$ cat src/design/msc_params.svh
// Constants of the measurement sync and interrupt control block.
// Assumes inclusion by bare name from the package and the design.
`ifndef MSC_PARAMS_SVH
`define MSC_PARAMS_SVH

// ==========================================================
// Register byte offsets on APB
`define MSC_A_CTRL   8'h00
`define MSC_A_STAT   8'h04
`define MSC_A_INT0   8'h08
`define MSC_A_INT1   8'h0C
`define MSC_A_ISET   8'h10
`define MSC_A_IRST   8'h14

// ==========================================================
// Control register bit positions and reset value
`define MSC_B_IDLE   0
`define MSC_B_SYNC   1
`define MSC_B_LMODE  2
`define MSC_B_LRST   4
`define MSC_B_LPORT  5
`define MSC_B_BLK    6
`define MSC_B_FIRST  7
`define MSC_B_FSYNC  8
`define MSC_B_DSYNC  9
`define MSC_CTRL_RST 32'h00000090

// ==========================================================
// Interrupt setup word: mask 0xMM00, line, generator select
`define MSC_F_LINE   16
`define MSC_F_GSEL   20

// ==========================================================
// Status bit positions
`define MSC_S_PASS   2
`define MSC_S_CMPL   7
`define MSC_S_ARMED  10

// ==========================================================
// Timing: ADC sample clock derived from pclk
`define MSC_PCLK_NS       5
`define MSC_ADC_NS        50
`define MSC_ADC_DIV       (`MSC_ADC_NS / `MSC_PCLK_NS)
`define MSC_SYNC_HOLD_ADC 8
`define MSC_LB_W          32

`endif

$ cat src/design/msc_pkg.sv
// Types of the measurement sync and interrupt control block.
// Assumes msc_params.svh is on the include path.
`include "msc_params.svh"

package msc_pkg;

  // ========================================================
  // Measurement loop states, codes as seen in status
  typedef enum logic [1:0] {
    MSC_IDLE = 2'b00,
    MSC_ARM  = 2'b01,
    MSC_MEAS = 2'b10,
    MSC_TRIG = 2'b11
  } msc_state_e;

  // ========================================================
  // All state of the control block
  typedef struct packed {
    msc_state_e             st;
    logic                   idle_f;
    logic                   sync_c;
    logic [1:0]             lmode;
    logic                   lrst;
    logic                   lport;
    logic                   blk;
    logic                   first;
    logic                   fsync;
    logic                   dsync;
    logic [1:0][7:0]        mask;
    logic [1:0][7:0]        saved;
    logic [1:0][2:0]        line;
    logic [2:0]             sy;
    logic                   sstab;
    logic [3:0]             div;
    logic [3:0]             hold;
    logic                   pend;
    logic                   hs;
    logic                   cmpl;
    logic                   drv;
    logic                   phase;
    logic                   dn_v;
    logic                   dn_l;
    logic [`MSC_LB_W-1:0]   dn_d;
    logic [31:0]            rdata;
    logic                   lo_ld;
    logic                   dec_rs;
  } msc_regs_s;

endpackage

$ cat src/design/msc_ctrl.sv
// Measurement sync, interrupt and local bus control of a digitizer.
// Assumes an APB master on pclk, same-clock status and stream
// logic around it, and an open-drain SYNC wire resolved outside.
`timescale 1ns/10ps
`include "msc_params.svh"

module msc_ctrl (
  input  wire logic                 pclk,
  input  wire logic                 presetn,
  input  wire logic [7:0]           paddr,
  input  wire logic                 psel,
  input  wire logic                 penable,
  input  wire logic                 pwrite,
  input  wire logic [31:0]          pwdata,
  output logic [31:0]               prdata,
  output logic                      pready,
  output logic                      pslverr,
  input  wire logic [7:0]           stat_hi_i,
  input  wire logic                 pretrig_ok_i,
  input  wire logic                 trig_i,
  input  wire logic                 block_done_i,
  input  wire logic                 fifo_ovf_i,
  input  wire logic                 peers_idle_i,
  input  wire logic [1:0]           irq_ack_i,
  output logic [1:0]                irq_req_o,
  output logic [2:0]                irq_line0_o,
  output logic [2:0]                irq_line1_o,
  input  wire logic                 sync_i,
  output logic                      sync_o,
  output logic                      sync_oe_n,
  output logic                      lo_load_o,
  output logic                      dec_rst_o,
  output logic [1:0]                meas_state_o,
  output logic                      lbus_rst_o,
  input  wire logic                 up_valid,
  output logic                      up_ready,
  input  wire logic [`MSC_LB_W-1:0] up_data,
  input  wire logic                 up_last,
  input  wire logic                 loc_valid,
  output logic                      loc_ready,
  input  wire logic [`MSC_LB_W-1:0] loc_data,
  input  wire logic                 loc_last,
  output logic                      dn_valid,
  input  wire logic                 dn_ready,
  output logic [`MSC_LB_W-1:0]      dn_data,
  output logic                      dn_last
);

  // ========================================================
  // Declarations
  localparam logic [3:0] ADC_DIV  = 4'(`MSC_ADC_DIV);
  localparam logic [3:0] HOLD_ADC = 4'(`MSC_SYNC_HOLD_ADC);

  msc_pkg::msc_regs_s r;
  msc_pkg::msc_regs_s n;
  logic               acc;
  logic               wr;
  logic               err;
  logic [1:0]         gsel;
  logic               adc_ce;
  logic               armed;
  logic [7:0]         shi;
  logic               s_rise;
  logic               s_fall;
  logic               usr;
  logic               src_loc;
  logic               can_load;
  logic               take;
  logic               tlast;

  // Address is in the map
  function automatic logic hit(input logic [7:0] a);
    hit = (a == `MSC_A_CTRL) || (a == `MSC_A_STAT) ||
          (a == `MSC_A_INT0) || (a == `MSC_A_INT1) ||
          (a == `MSC_A_ISET) || (a == `MSC_A_IRST);
  endfunction

  // ========================================================
  // Bus answer: zero wait, error on unmapped or bad setup
  assign acc    = psel & penable;
  assign wr     = acc & pwrite;
  assign gsel   = pwdata[`MSC_F_GSEL+:2];
  assign pready = 1'b1;
  assign err = acc & (!hit(paddr) || (pwrite && paddr == `MSC_A_ISET &&
               (gsel > 2'd1 || pwdata[7:0] != 8'h00)));
  assign pslverr = err;
  assign prdata  = r.rdata;

  // ========================================================
  // Status and interrupt requests
  // armed in trigger, or in arm when pre-trigger met
  assign armed = (r.st == msc_pkg::MSC_TRIG) ||
                 (r.st == msc_pkg::MSC_ARM && pretrig_ok_i);
  assign shi   = {stat_hi_i[7:3], armed, stat_hi_i[1:0]};
  // line zero disables, masked upper status
  assign irq_req_o[0] = (r.line[0] != 3'h0) && |(shi & r.mask[0]);
  assign irq_req_o[1] = (r.line[1] != 3'h0) && |(shi & r.mask[1]);
  assign irq_line0_o  = r.line[0];
  assign irq_line1_o  = r.line[1];

  // ========================================================
  // Pins and pulses, all from flip-flops but the tied-low sync_o
  // open drain: only ever pull low
  assign sync_o       = 1'b0;
  assign sync_oe_n    = !r.drv;
  assign lo_load_o    = r.lo_ld;
  assign dec_rst_o    = r.dec_rs;
  assign meas_state_o = r.st;
  assign lbus_rst_o   = r.lrst;
  assign dn_valid     = r.dn_v;
  assign dn_data      = r.dn_d;
  assign dn_last      = r.dn_l;

  // ========================================================
  // Local bus source select and handshakes
  // source by mode and phase
  always_comb begin
    case (r.lmode)
      2'd0:    src_loc = 1'b0;
      2'd1:    src_loc = 1'b1;
      2'd2:    src_loc = r.phase;
      default: src_loc = !r.phase;
    endcase
  end
  // only on local bus port and out of reset
  assign can_load  = r.lport & !r.lrst & (!r.dn_v | dn_ready);
  assign up_ready  = can_load & !src_loc;
  assign loc_ready = can_load & src_loc;
  assign take  = src_loc ? (loc_valid & loc_ready) : (up_valid & up_ready);
  assign tlast = src_loc ? loc_last : up_last;

  // ========================================================
  // Next state
  always_comb begin
    n        = r;
    n.lo_ld  = 1'b0;
    n.dec_rs = 1'b0;
    // ADC sample rate enable
    adc_ce = (r.div == ADC_DIV - 4'h1);
    n.div  = adc_ce ? 4'h0 : r.div + 4'h1;

    // SYNC wire: third and second stages must agree
    n.sy = {r.sy[1:0], sync_i};
    if (r.sy[1] == r.sy[2]) begin
      n.sstab = r.sy[2];
    end
    s_rise = r.sstab & !n.sstab;
    s_fall = !r.sstab & n.sstab;

    // Read data captured in the setup phase
    if (psel && !penable) begin
      if (paddr == `MSC_A_CTRL) begin
        n.rdata = {22'h0, r.dsync, r.fsync, r.first, r.blk, r.lport,
                   r.lrst, r.lmode, r.sync_c, r.idle_f};
      end else if (paddr == `MSC_A_STAT) begin
        n.rdata = {16'h0, shi, r.cmpl, 4'h0, 1'b1, r.st};
      end else if (paddr == `MSC_A_INT0) begin
        n.rdata = {16'h0, r.mask[0], 5'h0, r.line[0]};
      end else if (paddr == `MSC_A_INT1) begin
        n.rdata = {16'h0, r.mask[1], 5'h0, r.line[1]};
      end else begin
        n.rdata = 32'h0;
      end
    end

    for (int g = 0; g < 2; g++) begin
      if (irq_ack_i[g]) begin
        n.mask[g] = 8'h00;
      end
    end

    // Hold timer runs in ADC cycles; completion set after the hold
    if (r.pend && adc_ce) begin
      n.hold = r.hold - 4'h1;
      if (r.hold == 4'h1) begin
        n.pend = 1'b0;
        n.hs   = 1'b0;
      end
    end

    // Register writes
    if (wr && !err) begin
      if (paddr == `MSC_A_CTRL) begin
        n.idle_f = pwdata[`MSC_B_IDLE];
        n.sync_c = pwdata[`MSC_B_SYNC];
        n.lmode  = pwdata[`MSC_B_LMODE+:2];
        n.lrst   = pwdata[`MSC_B_LRST];
        n.lport  = pwdata[`MSC_B_LPORT];
        n.blk    = pwdata[`MSC_B_BLK];
        n.first  = pwdata[`MSC_B_FIRST];
        n.fsync  = pwdata[`MSC_B_FSYNC];
        n.dsync  = pwdata[`MSC_B_DSYNC];
        // user change restarts the propagation hold
        if (pwdata[`MSC_B_IDLE] != r.idle_f ||
            pwdata[`MSC_B_SYNC] != r.sync_c) begin
          n.pend = 1'b1;
          n.hold = HOLD_ADC;
          n.cmpl = 1'b0;
          // Hold survives a release written before it runs out
          n.hs   = r.hs | (pwdata[`MSC_B_SYNC] & !r.sync_c);
        end
      end else if (paddr == `MSC_A_ISET) begin
        // program line and upper mask byte
        n.mask[gsel[0]]  = pwdata[15:8];
        n.saved[gsel[0]] = pwdata[15:8];
        n.line[gsel[0]]  = pwdata[`MSC_F_LINE+:3];
      end else if (paddr == `MSC_A_IRST && pwdata[0]) begin
        n.mask = r.saved;
      end
    end

    // completion wins over a clear in the same cycle
    if (r.pend && adc_ce && r.hold == 4'h1) begin
      n.cmpl = 1'b1;
    end

    // Measurement loop
    case (r.st)
      msc_pkg::MSC_IDLE: begin
        if (s_rise && (!r.blk || peers_idle_i)) begin
          n.st     = msc_pkg::MSC_ARM;
          n.lo_ld  = 1'b1;
          n.dec_rs = r.dsync;
        end
      end
      msc_pkg::MSC_ARM: begin
        if (s_fall) begin
          n.st = msc_pkg::MSC_TRIG;
        end
      end
      msc_pkg::MSC_TRIG: begin
        if (trig_i) begin
          n.st = msc_pkg::MSC_MEAS;
        end
      end
      default: begin
        if (r.blk) begin
          // shared release ends the block together
          if (s_fall) begin
            n.st = msc_pkg::MSC_IDLE;
          end
        end else if (fifo_ovf_i) begin
          n.st = msc_pkg::MSC_IDLE;
        end else if (s_rise) begin
          n.lo_ld  = r.fsync;
          n.dec_rs = r.dsync;
        end
      end
    endcase
    if (r.idle_f) begin
      n.st = msc_pkg::MSC_IDLE;
    end

    usr   = r.sync_c | r.hs;
    n.drv = r.first & (usr |
            (r.st == msc_pkg::MSC_ARM && !pretrig_ok_i) |
            (r.st == msc_pkg::MSC_MEAS && r.blk && !block_done_i));

    // output stage of the local bus
    if (r.lrst) begin
      n.dn_v  = 1'b0;
      n.phase = 1'b0;
    end else begin
      if (r.dn_v && dn_ready) begin
        n.dn_v = 1'b0;
      end
      if (take) begin
        n.dn_v = 1'b1;
        n.dn_d = src_loc ? loc_data : up_data;
        n.dn_l = tlast;
        // Frame boundary swaps source in append and insert modes
        if (tlast && r.lmode[1]) begin
          n.phase = !r.phase;
        end
      end
    end
  end

  // ========================================================
  // State register; reset gives the documented defaults
  always_ff @(posedge pclk or negedge presetn) begin
    if (!presetn) begin
      r       <= '0;
      r.lrst  <= 1'b1;
      r.first <= 1'b1;
      r.sy    <= 3'b111;
      r.sstab <= 1'b1;
    end else begin
      r <= n;
    end
  end
endmodule

$ cat config.mk
export PLATFORM = sky130hd
export DESIGN_NAME = msc_ctrl
export DESIGN_NICKNAME = d
export VERILOG_FILES = /design/src/design/msc_pkg.sv /design/src/design/msc_ctrl.sv
export VERILOG_INCLUDE_DIRS = /design/src /design/src/design
export SDC_FILE = /design/constraint.sdc
export NUM_CORES = 1
export LEC_CHECK = 0
export ABC_AREA = 1
export BUFFER_PORTS_ARGS = -buffer_cell sky130_fd_sc_hd__buf_4
export CAP_MARGIN = 15
export CORE_MARGIN = 2
export CORE_UTILIZATION = 55
export DETAILED_ROUTE_END_ITERATION = 10
export PLACE_DENSITY = 0.81
export SYNTH_ARGS = -nofsm -noshare
export SYNTH_HDL_FRONTEND = slang
export SYNTH_SLANG_ARGS = --single-unit
$ cat constraint.sdc
create_clock -name pclk -period 3.9 [get_ports pclk]
set_input_delay 0.195 -clock pclk [delete_from_list [all_inputs] [get_ports pclk]]
set_output_delay 0.195 -clock pclk [all_outputs]
set_load 0.005 [all_outputs]
# == After elaboration in Yosys (flattened, before gate mapping) ==
# Index checks and enable logic that the tools add are counted.
# totals
word_cells,187
inputBits,130
register_bits,135
output_inout_bits,85
# classes
magnitude_cmp,3
addsub,2
reduce_logical,63
bitwise_logic,22
eq_ne,19
muxes,47
# ops
cell,count
2-to-1 mux 16 bit,6
2-to-1 mux 38 bit,2
2-to-1 mux 35 bit,1
bitwise mux 16 bit,2
2-to-1 mux 32 bit,1
2-to-1 mux 2 bit,13
2-to-1 mux 8 bit,3
2-to-1 mux 22 bit,1
2-to-1 mux 7 bit,3
logical AND 1 bit,17
AND 8 bit,2
== test 8 x 4 -> 1 bit (second input constant),2
== test 8 x 5 -> 1 bit (second input constant),2
OR reduction 8 bit,2
zero test 1 bit,14
AND 1 bit,13
logical OR 1 bit,10
nonzero test 2 bit,5
inequality test 3 bit (second input constant),3
nonzero test 3 bit,3
demux 8 bit (select 1 bit),1
== test 8 x 3 -> 1 bit (second input constant),1
zero test 8 bit,1
nonzero test 8 bit,1
other kinds (29),47

# == Depth between registers and ports, before layout ==
# logic_depth
word_depth,13
ltp_mapped,12
depth_no_buf,11

# == Least setup slack after synthesis ==
# Ideal clock, no wire load.
# synth_timing
path_type,flip-flop to flip-flop
from,register r[130] in the netlist's numbering
to,register r[68] in the netlist's numbering
setup_time_ns,0.117
slack_ns,2.443
n_path_buf,1
path_stages_with_launch,13
t_required_ns,3.783
synth_period_minus_slack_ns,1.457
arrival_time_ns,1.340
cell_sequence,dfrtp_1 > nand2_1 > nand2_2 > nand2_2 > nor2_2 > nand2_1 > o21ai_2 > buf_6 > inv_2 > nand2_1 > nand2_1 > nand2_1 > nand2_1
# synth_between
word_cells_on_any_way,15
cone_classes,2 x eq/ne; 3 x mux; 4 x bitwise; 6 x reduce/logical
# synth_lines
element,line_no,rtl
start: declaration,msc_ctrl.sv:54,msc_pkg::msc_regs_s r;
start signal: assignment,msc_ctrl.sv:289,r <= n;
== test 2 bit (tied with other cells),msc_ctrl.sv:118,case (r.lmode)
case mux 1 bit (3 select lines) *,msc_ctrl.sv:118,
AND 1 bit *,msc_ctrl.sv:128,assign loc_ready = can_load & src_loc;
net loc_ready,msc_ctrl.sv:40,"output logic loc_ready,"
AND 1 bit *,msc_ctrl.sv:129,assign take = src_loc ? (loc_valid & loc_ready) : (up_valid & up_ready);
2-to-1 mux 1 bit *,msc_ctrl.sv:129,
nonzero test 2 bit (no source line) *,n/a,
AND reduction 2 bit (no source line) *,n/a,
# Mark *: on every way through the listed nets, which the timed path passes. The rest lies on a longest branch.
# A chain may end at the register's enable or synchronous reset.

# == Worst setup path after layout ==
# layout_timing
from,register r[129] in the netlist's numbering
to,"register r, in the netlist dn_last"
# layout_between
elab_chain_cells,7
word_cells_on_any_way,12
cone_classes,2 x eq/ne; 3 x mux; 4 x bitwise; 3 x reduce/logical
# layout_rtl
element,line_no,rtl
== test 2 bit (tied with other cells),msc_ctrl.sv:118,
case mux 1 bit (3 select lines) *,msc_ctrl.sv:118,
zero test 1 bit,msc_ctrl.sv:127,assign up_ready = can_load & !src_loc;
AND 1 bit,msc_ctrl.sv:127,
AND 1 bit,msc_ctrl.sv:129,
2-to-1 mux 1 bit,msc_ctrl.sv:129,
AND reduction 2 bit (no source line),n/a,
# Mark *: on every way between the ends. The rest lies on a longest branch, timed or not.

==> impl_metrics.yaml <==
global_routing:
  grt_pass1_wl_um: 31400
  grt_usage_pct: 28.2
  grt_pass1_vias: 6169
  grt_overflow: 0
  grt_max_degree: 49
  grt_antenna_before_repair: 0
layout:
  final_cells: 1234
  antennaDiodeCount: 0
  n_fill_cell: 1073
  final_nets: 1182
  stdcell_area_mm2: 0.00860
  drive_above_1_share_pct: 24.8
  area_delta_synth_final_pct: 21.4
  final_util_pct: 68.2
setup_path:
  worstSetupStartpointType: "flip-flop"
  cpLargestDelayFamily: "simple AND/OR/NAND/NOR gates"
  critPathLaunch: "r[129]"
  cp_slowest_stage_delay_ns: 0.66
  cp.arrival_ns: 3.09
  cp_common_cell: "nand2_2"
  cp.required_ns: 4.24
  critical_path_class: "flip-flop to flip-flop"
  crit_path_max_fanout: 35
  crit_chain: "inv_1, nand2_2, nand2_2, nand2_1, o21ai_4, buf_4, nor2_1, a31oi_1"
  crit_buf_inv: 2
  reg2reg_from: "r[129]"
  critPathSlowestCell: "o21ai_4"
  end_kind: "flip-flop"
clocking:
  cts_setup_buffers: 0
  clock-root-buffer: "clkbuf_16"
  post_cts_resized: 0
  cts-buffers-inserted: 17
  cts.clk_slew.worst_paths_ns: 0.06
  insertion_delay_ns: 0.42
  max-clock-path-buffers: 2
  cts_tree: "yes"
  hold_buffers: 4
  clock-sinks: 119
  h-tree-depth: 4
synth:
  yosysTopAreaCellShare_pct: 39.9
  yosysWarnings: 0
  async_reset_ff_share_pct: 100
  yosys_register_bits: 119
  syn_area_mm2: 0.00709
  avgSynthCellArea_um2: 7.58
  yosys.area.top_type: "dfrtp_1"
  synth_commonest_cells: "nand2_1, nand3_1, dfrtp_1"
  seq_area_frac_synth_pct: 42.1
  synth.distinct_cells: 40
  synth_most_common_cell: "nand2_1"
  yosys_most_used_dff: "dfrtp_1"
  synth_edf_count: 0
  synth_area_leaders: "dfrtp_1, nand2_1, buf_4"
  syn_inst: 935
placed_design:
  placed_area_mm2: 0.00797
  dp_hpwl_um: 13200
  port_buffers: 184
  placedCellCount: 1198
  pre_cts_slack_ns: 1.16
  globalplace.congestion: 0.831
sta:
  maxSlewViolCount: 0
  rsz0062_at_grt: "false"
  post-route-period-util_pct: 70.5
  worstMarginPinSlew_ns: 0.843
  fin_skew_ns: 0.00808
  hold_slack_ns: 0.00491
  slew_headroom_pct: 43.4
  fin_crit_ns: 2.75
  timing.setup.tns_ns: 0
  fmax_ghz: 0.364
  setup_viol: 0
  hold_violations: 0
  fin_ws_ns: 1.15
route:
  viasPerCell: 5.33
  postRouteAntennaNets: 0
  drc: 0
  wl_per_cell_um: 15.5
  vias: 6582
  drt-pass1-iter-count: 5
  routed_wl_um: 19100
  drtIter0Drc: 508
job:
  maxCapViolations: 0
min_path:
  hold_class: "input pin to flip-flop"
  worstHoldStart: "pwdata[6]"
floorplan:
  boundaryPins: 215
  die_x_um: 118
  fp-row-count: 41
  die_y_um: 118
  die_area_mm2: 0.0138
  core_mm2: 0.0126
  start_util_pct: 56.2
pwr:
  peakVddDrop_v: 0.000260
  finalPower_mw: 3.12
  power-per-cell-area_mw_per_mm2: 363
  cellLeakagePower_nw: 4.59
outcome:
  run_status: "finished clean"
-- where the power goes --
| group | switching, mW | internal (mW) |
|---|---|---|
| logic | 0.145 | 0.125 |
| registers | 0.0146 | 1.25 |
| clock network | 0.551 | 1.03 |
-- placed cells by master, fill, tap and decap left out, types with 7 or more instances in the layout --
master / count
nand3_1: 117
dfrtp_1: 113
nand2_2: 8
nand3_2: 7
clkbuf_16: 17
inv_1: 71
conb_1: 18
a21oi_1: 15
a31oi_1: 34
o211ai_1: 14
nand2_1: 258
o21ai_0: 30
nor3_1: 7
buf_4: 189
nor2_1: 91
-- layer usage --
metal / routed length, µm / up-vias / track usage [%]
li1: - / 3164 / -
met1: 7900 / 3094 / 36.4
met2: 9450 / 281 / 47.5
met3: 1330 / 43 / 5.43
met4: 474 / 0 / 10.2
met5: 0 / - / 0
-- worst paths after layout --
check,endpoint,slack (ns),cells past startpoint
min reg2reg,n[84],0.36,0
max,dn_last,1.15,8
max in group asynchronous,n[83],2.61,3
min,r[126],0.005,3
max reg2reg,dn_last,1.15,8
min in group asynchronous,async pin,0.34,2
-- cells by family after synthesis --
family                   Yosys count  synth area share [%]
AO/OA/AOI/OAI                    104                  8.75
XOR/XNOR                           4                 0.494
adder cells (fa/ha/maj)            4                 0.671
buffers and inverters            193                  16.0
flip-flops                       119                  42.1
other                              2                 0.106
AND/OR/NAND/NOR                  509                  31.9
-- layout make-up --
| class | count | area (µm²) | share of cell area [%] |
|---|---|---|---|
| Sequential cell | 119 | 2990 | 34.7 |
| Clock buffer | 23 | 468 | 5.44 |
| Timing Repair Buffer | 193 | 1460 | 17.0 |
| Clock inverter | 9 | 126 | 1.47 |
| Tap cell | 172 | 215 | 2.50 |
| Inverter | 79 | 309 | 3.59 |
| Multi-Input combinational cell | 639 | 3040 | 35.3 |
-- worst min-delay path: stages --
cell and delay, ns:
buf_4 0.08, nand2_1 0.04, o21ai_0 0.07
No activity file was read; power rests on OpenSTA's default activity.
